$ cat src/hw/ccl_pkg.sv
// constants, field layouts and carrier types of the controller check logout
// assumes one controller clock and a synchronous active-high reset
// Summary of operation
// - eight condition flags: flag, positive, negative, zero, carry, high, low, equal
// - flags change only on flag-affecting operations, otherwise hold last result
// - level code: 00 L5, 01 L4, 02 steal, 03 L3, 04 L2, 05 L1, 07 main
// - cycle-steal code logs the level one register set
// - level code invalid when channel bits 1 and 6, or 0 and 6, are set
// - invalid level code makes work and address registers invalid too
// - controller bit 0 storage data parity, bit 1 micro-operation parity
// - controller bits 2 and 3 flag storage-gate parity during moves and ALU work
// - controller bits 4,5 storage address status; bits 6,7 unused
// - channel bits 0,1,2,3,5,6 flag checks; bits 4 and 7 unused
// - error logs the eight work registers of the indicated level
// - logged micro address is failing microinstruction address plus one
// - return register holds address after last branch-and-link on that level
// - logged values are the state at the moment of the error
package ccl_pkg;
  // ==========================================
  // level codes
  localparam logic [7:0] LVL_FIVE  = 8'h00;
  localparam logic [7:0] LVL_FOUR  = 8'h01;
  localparam logic [7:0] LVL_STEAL = 8'h02;
  localparam logic [7:0] LVL_THREE = 8'h03;
  localparam logic [7:0] LVL_TWO   = 8'h04;
  localparam logic [7:0] LVL_ONE   = 8'h05;
  localparam logic [7:0] LVL_MAIN  = 8'h07;
  localparam int         NUM_BANKS = 6;
  localparam int         NUM_WREGS = 8;
  // ==========================================
  // register offsets
  localparam logic [4:0] REG_FLAGS   = 5'h00;
  localparam logic [4:0] REG_LEVEL   = 5'h01;
  localparam logic [4:0] REG_CTLERR  = 5'h02;
  localparam logic [4:0] REG_CHANERR = 5'h03;
  localparam logic [4:0] REG_STATE   = 5'h04;
  localparam logic [4:0] REG_ISTAT   = 5'h05;
  localparam logic [4:0] REG_IMASK   = 5'h06;
  localparam logic [4:0] REG_CTRL    = 5'h07;
  localparam logic [4:0] REG_MADDR   = 5'h08;
  localparam logic [4:0] REG_MRET    = 5'h09;
  localparam logic [4:0] REG_LIVEFLG = 5'h0A;
  localparam logic [1:0] REG_WREG_HI = 2'h2;
  // ==========================================
  // field positions and reset values
  localparam int         ST_FROZEN   = 0;
  localparam int         ST_VALID    = 1;
  localparam int         IRQ_CAPTURE = 0;
  localparam int         IRQ_DROPPED = 1;
  localparam int         CTRL_CLEAR  = 0;
  localparam logic [1:0] IRQ_RESET   = 2'h0;
  localparam logic [7:0] BYTE_RESET  = 8'h00;
  // ==========================================
  // carriers; packed msb first, so bit 7 is listed first
  typedef struct packed {
    logic equal, low, high, carry, zero, negative, positive, flag;
  } ccl_flags_t;
  typedef struct packed {
    logic [1:0] unused;
    logic [1:0] addr_status;
    logic gate_par_b;
    logic gate_par_a;
    logic microop_par;
    logic sdr_par;
  } ccl_ctl_err_t;
  typedef struct packed {
    logic unused7;
    logic cycle_steal;
    logic sys_bus_par;
    logic unused4;
    logic io_timeout;
    logic inbound_par;
    logic bad_dev_addr;
    logic outbound_par;
  } ccl_chan_err_t;
endpackage

$ cat src/hw/ccl_logout.sv
// controller check logout: shadows per-level state, freezes it on an error
// assumes all inputs come from controller logic on ref_clk, no sync needed
`timescale 1ns/1ps
module ccl_logout #(
  parameter int DW = 16,
  parameter int AW = 16
) (
  // clock and reset
  input  wire logic                   ref_clk,
  input  wire logic                   reset,
  // operation results
  input  wire logic                   op_valid,
  input  wire logic                   op_sets_flags,
  input  wire ccl_pkg::ccl_flags_t    op_flags,
  input  wire logic [7:0]             cur_level,
  // work register writes
  input  wire logic                   wr_we,
  input  wire logic [7:0]             wr_level,
  input  wire logic [2:0]             wr_idx,
  input  wire logic [DW-1:0]          wr_data,
  // microinstruction sequencing
  input  wire logic                   ex_valid,
  input  wire logic [7:0]             ex_level,
  input  wire logic [AW-1:0]          ex_addr,
  input  wire logic                   bl_valid,
  input  wire logic [7:0]             bl_level,
  input  wire logic [AW-1:0]          bl_addr,
  // error report
  input  wire logic                   err_strobe,
  input  wire ccl_pkg::ccl_ctl_err_t  err_ctl,
  input  wire ccl_pkg::ccl_chan_err_t err_chan,
  // register port
  input  wire logic [4:0]             reg_addr,
  input  wire logic [15:0]            reg_wdata,
  input  wire logic                   reg_wr,
  input  wire logic                   reg_rd,
  output logic      [15:0]            reg_rdata,
  // status
  output logic                        irq,
  output logic                        frozen
);
  // ==========================================
  // level code to bank
  function automatic logic [2:0] bank_of(input logic [7:0] code);
    case (code)
      ccl_pkg::LVL_FIVE:  bank_of = 3'h0;
      ccl_pkg::LVL_FOUR:  bank_of = 3'h1;
      ccl_pkg::LVL_STEAL: bank_of = 3'h4; // steal runs on level one set
      ccl_pkg::LVL_THREE: bank_of = 3'h2;
      ccl_pkg::LVL_TWO:   bank_of = 3'h3;
      ccl_pkg::LVL_ONE:   bank_of = 3'h4;
      default:            bank_of = 3'h5;
    endcase
  endfunction

  // shared by the execute and link paths; wraps at the top of the space
  function automatic logic [AW-1:0] next_addr(input logic [AW-1:0] addr);
    next_addr = addr + AW'(1);
  endfunction

  // ==========================================
  // live state
  ccl_pkg::ccl_flags_t flags_ff;
  logic [DW-1:0]       wreg_ff [ccl_pkg::NUM_BANKS][ccl_pkg::NUM_WREGS];
  logic [AW-1:0]       maddr_ff [ccl_pkg::NUM_BANKS];
  logic [AW-1:0]       mret_ff  [ccl_pkg::NUM_BANKS];

  wire logic       flag_upd = op_valid & op_sets_flags;
  wire logic [2:0] wr_bank  = bank_of(wr_level);
  wire logic [2:0] ex_bank  = bank_of(ex_level);
  wire logic [2:0] bl_bank  = bank_of(bl_level);
  wire logic [2:0] cur_bank = bank_of(cur_level);
  wire logic [AW-1:0] ex_next = next_addr(ex_addr);
  wire logic [AW-1:0] bl_next = next_addr(bl_addr);

  always_ff @(posedge ref_clk) begin
    if (reset) begin
      flags_ff <= '0;
    end else if (flag_upd) begin
      flags_ff <= op_flags;
    end
  end

  always_ff @(posedge ref_clk) begin
    for (int b = 0; b < ccl_pkg::NUM_BANKS; b++) begin
      for (int r = 0; r < ccl_pkg::NUM_WREGS; r++) begin
        if (reset) begin
          wreg_ff[b][r] <= '0;
        end else if (wr_we && wr_bank == 3'(b) && wr_idx == 3'(r)) begin
          wreg_ff[b][r] <= wr_data;
        end
      end
    end
  end

  always_ff @(posedge ref_clk) begin
    for (int b = 0; b < ccl_pkg::NUM_BANKS; b++) begin
      if (reset) begin
        maddr_ff[b] <= '0;
        mret_ff[b]  <= '0;
      end else begin
        if (ex_valid && ex_bank == 3'(b)) begin
          maddr_ff[b] <= ex_next;
        end
        if (bl_valid && bl_bank == 3'(b)) begin
          mret_ff[b] <= bl_next;
        end
      end
    end
  end

  // ==========================================
  // capture
  // the record takes the _ff values, so updates in the error cycle itself
  // stay out of the log
  // limitation: an execute in the error cycle itself is not the one logged
  ccl_pkg::ccl_flags_t   cap_flags_ff;
  ccl_pkg::ccl_ctl_err_t cap_ctl_ff;
  ccl_pkg::ccl_chan_err_t cap_chan_ff;
  logic [7:0]            cap_level_ff;
  logic                  cap_valid_ff;
  logic [DW-1:0]         cap_wreg_ff [ccl_pkg::NUM_WREGS];
  logic [AW-1:0]         cap_maddr_ff;
  logic [AW-1:0]         cap_mret_ff;
  logic                  frozen_ff;

  wire logic clear_wr = reg_wr & (reg_addr == ccl_pkg::REG_CTRL)
                        & reg_wdata[ccl_pkg::CTRL_CLEAR];
  wire logic take     = err_strobe & ~frozen_ff;
  wire logic dropped  = err_strobe & frozen_ff;
  wire logic lvl_bad  = err_chan.cycle_steal
                        & (err_chan.bad_dev_addr | err_chan.outbound_par);
  wire logic nxt_frozen = take | (frozen_ff & ~clear_wr);

  ccl_pkg::ccl_ctl_err_t  ctl_clean;
  ccl_pkg::ccl_chan_err_t chan_clean;
  always_comb begin
    ctl_clean         = err_ctl;
    ctl_clean.unused  = 2'h0;
    chan_clean        = err_chan;
    chan_clean.unused4 = 1'b0;
    chan_clean.unused7 = 1'b0;
  end

  always_ff @(posedge ref_clk) begin
    if (reset) begin
      frozen_ff <= 1'b0;
    end else begin
      frozen_ff <= nxt_frozen;
    end
  end

  always_ff @(posedge ref_clk) begin
    if (reset) begin
      cap_flags_ff <= '0;
      cap_ctl_ff   <= '0;
      cap_chan_ff  <= '0;
      cap_level_ff <= ccl_pkg::BYTE_RESET;
      cap_valid_ff <= 1'b0;
      cap_maddr_ff <= '0;
      cap_mret_ff  <= '0;
    end else if (take) begin
      cap_flags_ff <= flags_ff;
      cap_ctl_ff   <= ctl_clean;
      cap_chan_ff  <= chan_clean;
      cap_level_ff <= cur_level;
      cap_valid_ff <= ~lvl_bad;
      cap_maddr_ff <= maddr_ff[cur_bank];
      cap_mret_ff  <= mret_ff[cur_bank];
    end
  end

  always_ff @(posedge ref_clk) begin
    for (int r = 0; r < ccl_pkg::NUM_WREGS; r++) begin
      if (reset) begin
        cap_wreg_ff[r] <= '0;
      end else if (take) begin
        cap_wreg_ff[r] <= wreg_ff[cur_bank][r];
      end
    end
  end

  // ==========================================
  // interrupts
  logic [1:0] istat_ff;
  logic [1:0] imask_ff;
  logic       irq_ff;
  wire logic  istat_wr = reg_wr & (reg_addr == ccl_pkg::REG_ISTAT);
  wire logic  imask_wr = reg_wr & (reg_addr == ccl_pkg::REG_IMASK);
  wire logic [1:0] ev  = {dropped, take};
  // set wins over a write-one clear in the same cycle
  wire logic [1:0] nxt_istat = ev | (istat_ff & ~(istat_wr ? reg_wdata[1:0] : 2'h0));

  always_ff @(posedge ref_clk) begin
    if (reset) begin
      istat_ff <= ccl_pkg::IRQ_RESET;
      imask_ff <= ccl_pkg::IRQ_RESET;
      irq_ff   <= 1'b0;
    end else begin
      istat_ff <= nxt_istat;
      imask_ff <= imask_wr ? reg_wdata[1:0] : imask_ff;
      irq_ff   <= |(nxt_istat & (imask_wr ? reg_wdata[1:0] : imask_ff));
    end
  end

  // ==========================================
  // read port; unmapped addresses read zero
  logic [15:0] rdata_ff;
  wire logic        hit_wreg = reg_addr[4:3] == ccl_pkg::REG_WREG_HI;
  wire logic [15:0] wreg_rd  = 16'(cap_wreg_ff[reg_addr[2:0]]);
  wire logic [15:0] rd_mux =
    hit_wreg                            ? wreg_rd :
    reg_addr == ccl_pkg::REG_FLAGS      ? {8'h00, cap_flags_ff} :
    reg_addr == ccl_pkg::REG_LEVEL      ? {8'h00, cap_level_ff} :
    reg_addr == ccl_pkg::REG_CTLERR     ? {8'h00, cap_ctl_ff} :
    reg_addr == ccl_pkg::REG_CHANERR    ? {8'h00, cap_chan_ff} :
    reg_addr == ccl_pkg::REG_STATE      ? {14'h0000, cap_valid_ff, frozen_ff} :
    reg_addr == ccl_pkg::REG_ISTAT      ? {14'h0000, istat_ff} :
    reg_addr == ccl_pkg::REG_IMASK      ? {14'h0000, imask_ff} :
    reg_addr == ccl_pkg::REG_MADDR      ? 16'(cap_maddr_ff) :
    reg_addr == ccl_pkg::REG_MRET       ? 16'(cap_mret_ff) :
    reg_addr == ccl_pkg::REG_LIVEFLG    ? {8'h00, flags_ff} :
                                          16'h0000;

  always_ff @(posedge ref_clk) begin
    if (reset) begin
      rdata_ff <= 16'h0000;
    end else begin
      rdata_ff <= reg_rd ? rd_mux : 16'h0000;
    end
  end

  assign reg_rdata = rdata_ff;
  assign irq       = irq_ff;
  assign frozen    = frozen_ff;
endmodule

$ cat config.mk
export PLATFORM = sky130hd
export DESIGN_NAME = ccl_logout
export DESIGN_NICKNAME = d
export VERILOG_FILES = /design/src/hw/ccl_pkg.sv /design/src/hw/ccl_logout.sv
export SDC_FILE = /design/constraint.sdc
export NUM_CORES = 2
export LEC_CHECK = 0
export BUFFER_PORTS_ARGS = -buffer_cell sky130_fd_sc_hd__buf_2
export CAP_MARGIN = 15
export CORE_ASPECT_RATIO = 1.1
export CORE_UTILIZATION = 38
export CTS_BUF_LIST = sky130_fd_sc_hd__clkbuf_16
export DETAILED_ROUTE_END_ITERATION = 10
export GPL_ROUTABILITY_DRIVEN = 0
export GPL_TIMING_DRIVEN = 0
export HOLD_SLACK_MARGIN = 0.08
export PLACE_DENSITY = 0.63
export REMOVE_ABC_BUFFERS = 1
export SYNTH_ARGS = -nofsm -noshare
export SYNTH_HDL_FRONTEND = slang
export SYNTH_SLANG_ARGS = --single-unit
$ cat constraint.sdc
create_clock -name ref_clk -period 4.86 [get_ports ref_clk]
set_clock_uncertainty 0.15 [all_clocks]
set_input_delay 0.243 -clock ref_clk [delete_from_list [all_inputs] [get_ports ref_clk]]
set_output_delay 0.243 -clock ref_clk [all_outputs]
set_load 0.01 [all_outputs]
Word-level counts from Yosys, hierarchy flattened
Memories as Yosys holds them, arrays and structs flattened. A register that Yosys moved wholly into a read port is not among the register bits. Index checks and enable logic that the tools add are counted.

Register bits after elaboration: 59. Bits in latches: 0. RAM bits: 1088. ROM bits: 0. Bits of input ports: 138. Logic and storage cells: 531. Memories: 4.

Memory list: wreg_ff (words 6, bits a word 128, read ports 1, clocked after memory_dff 0, wr ports 6, line ccl_logout.sv:64) `logic [DW-1:0] wreg_ff [ccl_pkg::NUM_BANKS][ccl_pkg::NUM_WREGS];`; cap_wreg_ff (words 8, bits a word 16, read ports 1, clocked after memory_dff 0, wr ports 8, line ccl_logout.sv:122) `logic [DW-1:0] cap_wreg_ff [ccl_pkg::NUM_WREGS];`; maddr_ff (words 6, bits a word 16, read ports 1, clocked after memory_dff 1, wr ports 6, line ccl_logout.sv:65) `logic [AW-1:0] maddr_ff [ccl_pkg::NUM_BANKS];`; mret_ff (words 6, bits a word 16, read ports 1, clocked after memory_dff 1, wr ports 6, line ccl_logout.sv:66) `logic [AW-1:0] mret_ff [ccl_pkg::NUM_BANKS];`.

Add/sub/neg operators: 2. $mul: 0. Divide/modulo/power cells: 0. $lt $le $gt $ge: 0. Equal/unequal tests: 53. Shifts and indexed selects: 0. Mux-type cells: 270. Bitwise logic cells: 87. Reductions and logical operators: 81.

Operator list (number): 16-bit 2-to-1 mux (78); 1-bit 2-to-1 mux (185); 1-bit bitwise OR (70); 1-bit logical AND (66); 8-bit by 2-bit == test with 1-bit output (second input constant) (8); 8-bit by 3-bit == test with 1-bit output (second input constant) (8); 3-bit case mux with 5 select lines (4); 16-bit by 1-bit adder with 16-bit output (second input constant) (2); 8-bit by 1-bit == test with 1-bit output (second input constant) (4); 8-bit logical NOT (4); 3-bit == test (second input constant) (10); 3-bit by 2-bit == test with 1-bit output (second input constant) (8); 5-bit by 3-bit == test with 1-bit output (second input constant) (4); 5-bit by 4-bit == test with 1-bit output (second input constant) (3); 3-bit by 1-bit == test with 1-bit output (second input constant) (4); 3-bit logical NOT (4); 2-bit OR reduction (6); 5-bit by 2-bit == test with 1-bit output (second input constant) (2); 1-bit AND (9); 8-bit 2-to-1 mux (1); 5-bit by 1-bit == test with 1-bit output (second input constant) (1); 5-bit logical NOT (1); 2-bit AND (2); 2-bit 2-to-1 mux (2); other kinds (4) (7).

Depth between registers and ports, before layout
Depth in word-level cells: 12. Mapped depth: 9. Gate-level depth less buffers: 5.

Least setup slack after synthesis
No wires, ideal clock.

Path type: register -> register. From: register frozen_ff (netlist: frozen). To: memory cap_wreg_ff[0][0], enable pin. Setup time: 0.480 ns. Arrival: 3.301 ns. Setup slack: 0.928 ns. Cell stages (with the launch flop): 5. Path buffers: 1. Clock period less this slack: 3.932 ns. Path through: dfxtp_1 > inv_1 > a21oi_1 > clkbuf_1 > inv_1.

RTL lines: from (decl) (line ccl_logout.sv:125) `logic frozen_ff;`; from (signal assigned) (line ccl_logout.sv:149) `frozen_ff <= nxt_frozen;`; to (decl) (line ccl_logout.sv:122).

==> qor.txt <==
Initial antenna violation count: 9
Peak VDD IR: 0.000305 V
# Max-Cap Violations: 0
Clk sink count: 1179
Placed cell areas: 58200 um2
Fill cell count: 12.7k
Hold Violations, Final: 0
Leakage: 23.5 nW
Crit Reg-Reg Endpoint: cap_wreg_ff[6][3]
CTS tree: done
Fin Hold WS: 136 ps
1st-iter DRT viols: 4401
Pre-antenna DRT Iters: 9
Vias/cell: 5.80
Asr flop ratio synth: 0%
HP Start: err_chan[0]
Cell row count: 146
Max_slew headroom: 13.3%
Global-route wire length before repair: 235000 um
Final net count: 4446
Total power draw: 23.9 mW
Remaining global-route overflow: 0
Total CTS buffers: 131
Synth unique cells: 84
Gr usage total: 21.7%
Synth Flop Type: edfxtp_1
R2r worst-path depth: 6
# Post-CTS Setup Buffers: 0
Routed wire length: 162000 um
Die H: 401 um
Status: finished, final reports clean
Design area: 63900 um2
Area growth from synthesis to final layout: 16.2%
Worst Tran Pin Value: 1290 ps
Ranking of synthesized cells by area: edfxtp_1 59%, and2_1 8.8%, mux2i_1 5.1%, dfxtp_1 3.3%, a32o_1 2.3%
Share of cells above drive strength 1: 12.8%
Vias: 36.8k
Max Root-Sink Buffers: 3
Synth Register Bits: 1179
Max Slew Vio Count: 0
RSZ-0062 raised after global routing: no
ANT nets after route: 0
P_sw: 5.64 mW
Largest net degree at the start of global routing: 101
Post-route clock period utilization: 86.5%
EDFF count, synth: 1088
Post-DP HPWL: 95700 um
Reg-to-reg slack, setup: 1300 ps
Clk_lat worst skew: 770 ps
Crit end category: flop
Min-Delay Endpoint: cap_chan_ff[0]
Post-Place Setup Slack: 209 ps
WL/cell: 25.6 um
H-tree depth: 4
Max FO, Critical Path: 67
Clk slew on worst S/H paths: 60 ps
Die ar.: 146000 um2
WP data required: 5130 ps
Period minus WS final: 4200 ps
YS warnings: 0
Power Dens Cells: 374 nW/um2
Final setup viols: 0
Mapped cell area: 55000 um2
Worst min path class: in -> reg
Final core occ: 44.5%
Syn Inst Count: 4216
# IOs: 156
Final setup TNS: 0 ps
Worst EP arrival: 4470 ps
Comb power frac: 8.1%
Sequential share of power: 49.8%
Post-route setup slack: 658 ps
Pint: 18.3 mW
Startpoint types: primary input
WS Path Type: in -> reg
Root Buffer: clkbuf_16
Vias in the first global route: 36.1k
Final non-filler cell total: 6337
Sw Share: 23.6%
Post-synth top area share: 59.4%
DRC: 0
Core area: 144000 um2
I/O Buffers: 137
Placed cell count: 5958
Synth Area per Inst: 13.0 um2
Yosys top cell by area: edfxtp_1
Max Clk Rate: 0.238 GHz
FF-to-FF Start: frozen
Hold path cells: 3
Die Wd: 365 um
Clock share of power: 42.1%
Sequential fraction of the synthesis area: 62.7%
Starting density of the core: 38.3%
-- placed cells by master (no fill, tap or decap), types with 33 or more instances in the layout --
master and instances:
a32o_1 129, dlygate4sd3_1 130, o21ai_1 89, clkbuf_16 135, and3_1 136, inv_1 42, o22a_1 136, o22ai_1 34
o221ai_1 33, o21ai_2 33, nand2_1 100, o21ai_0 87, mux2i_1 283, edfxtp_1 1088, nand3_1 37, a221oi_1 129
dfxtp_1 91, buf_2 133, nor2_1 249, and2_1 772
-- worst max path at each step --
stage | from | slack (ps) | depth (start not counted) | end
finish | cur_level[7] | 660 | 9 | cap_wreg_ff[6][3]
global route | cur_level[7] | 570 | 9 | cap_wreg_ff[2][7]
CTS | cur_level[7] | 770 | 9 | cap_wreg_ff[2][7]
detailed placement | reset | 210 | 7 | cap_wreg_ff[2][7]
global placement | cur_level[2] | -18450 | 5 | cap_wreg_ff[6][3]
floorplan | cur_level[0] | -7360 | 5 | cap_wreg_ff[0][0]
-- sequential cells by signal, indices dropped and copies added (netlist names), 16 cells and up --
| register | cells |
|---|---|
| cap_maddr_ff | 16 |
| cap_mret_ff | 16 |
| cap_wreg_ff | 128 |
| maddr_ff | 96 |
| mret_ff | 96 |
| reg_rdata | 16 |
| wreg_ff | 768 |
-- power by group through the flow --
stage               registers, mW  logic [mW]  clock network [mW]
floorplan                    12.0        1.18                   0
global placement             12.1        2.00                   0
detailed placement           12.1        1.84                   0
CTS                          11.9        1.91                10.2
global route                 12.0        2.05                10.5
finish                       11.9        1.94                10.1
-- final cells by class --
cell class	instances	area [um2]	area share (%)
Sequential cell	1179	34500	54.0
Multi-Input combinational cell	2612	18900	29.5
Timing Repair Buffer	366	3760	5.88
Clock buffer	135	3380	5.28
Tap cell	1924	2410	3.77
Clock inverter	100	931	1.46
Inverter	16	67.6	0.106
Antenna cell	5	12.5	0.0196
-- routing by layer --
metal	share of wire, %	GRT usage [%]
met1	40	28.8
met2	47	34.7
met3	8.1	3.78
met4	4.2	9.74
met5	0.044	0
-- cell families after synthesis --
group | count (synthesis) | synth area share [%]
flip-flops | 1179 | 62.7
adder cells (fa/ha/maj) | 2 | 0.0455
buffers and inverters | 425 | 3.45
AO/OA/AOI/OAI | 826 | 11.7
XOR/XNOR | 30 | 0.505
AND/OR/NAND/NOR | 1433 | 15.1
multiplexers | 321 | 6.56
-- synth_stat cells (all sizes together), types with 91 or more instances --
cell    instances
and3          138
buf           135
o22a          136
mux2i         283
dfxtp          91
nor2          277
nand2         105
o21ai         209
a221oi        129
a32o          129
and2          774
clkbuf        274
edfxtp       1088
-- what timing repair did --
action	4_1_cts	5_1_grt
hold buffers	124	6
gates resized for setup	0	0
hold endpoints to repair	339	121
-- critical path, stage by stage --
cell           delay (ps)
dlygate4sd3_1         550
buf_2                 160
nor3_4                780
and2_4                780
buf_16                320
nand3_4               400
buf_16                370
o22a_1                310
o21ai_0               340
Power figures use the tool's default switching activity.
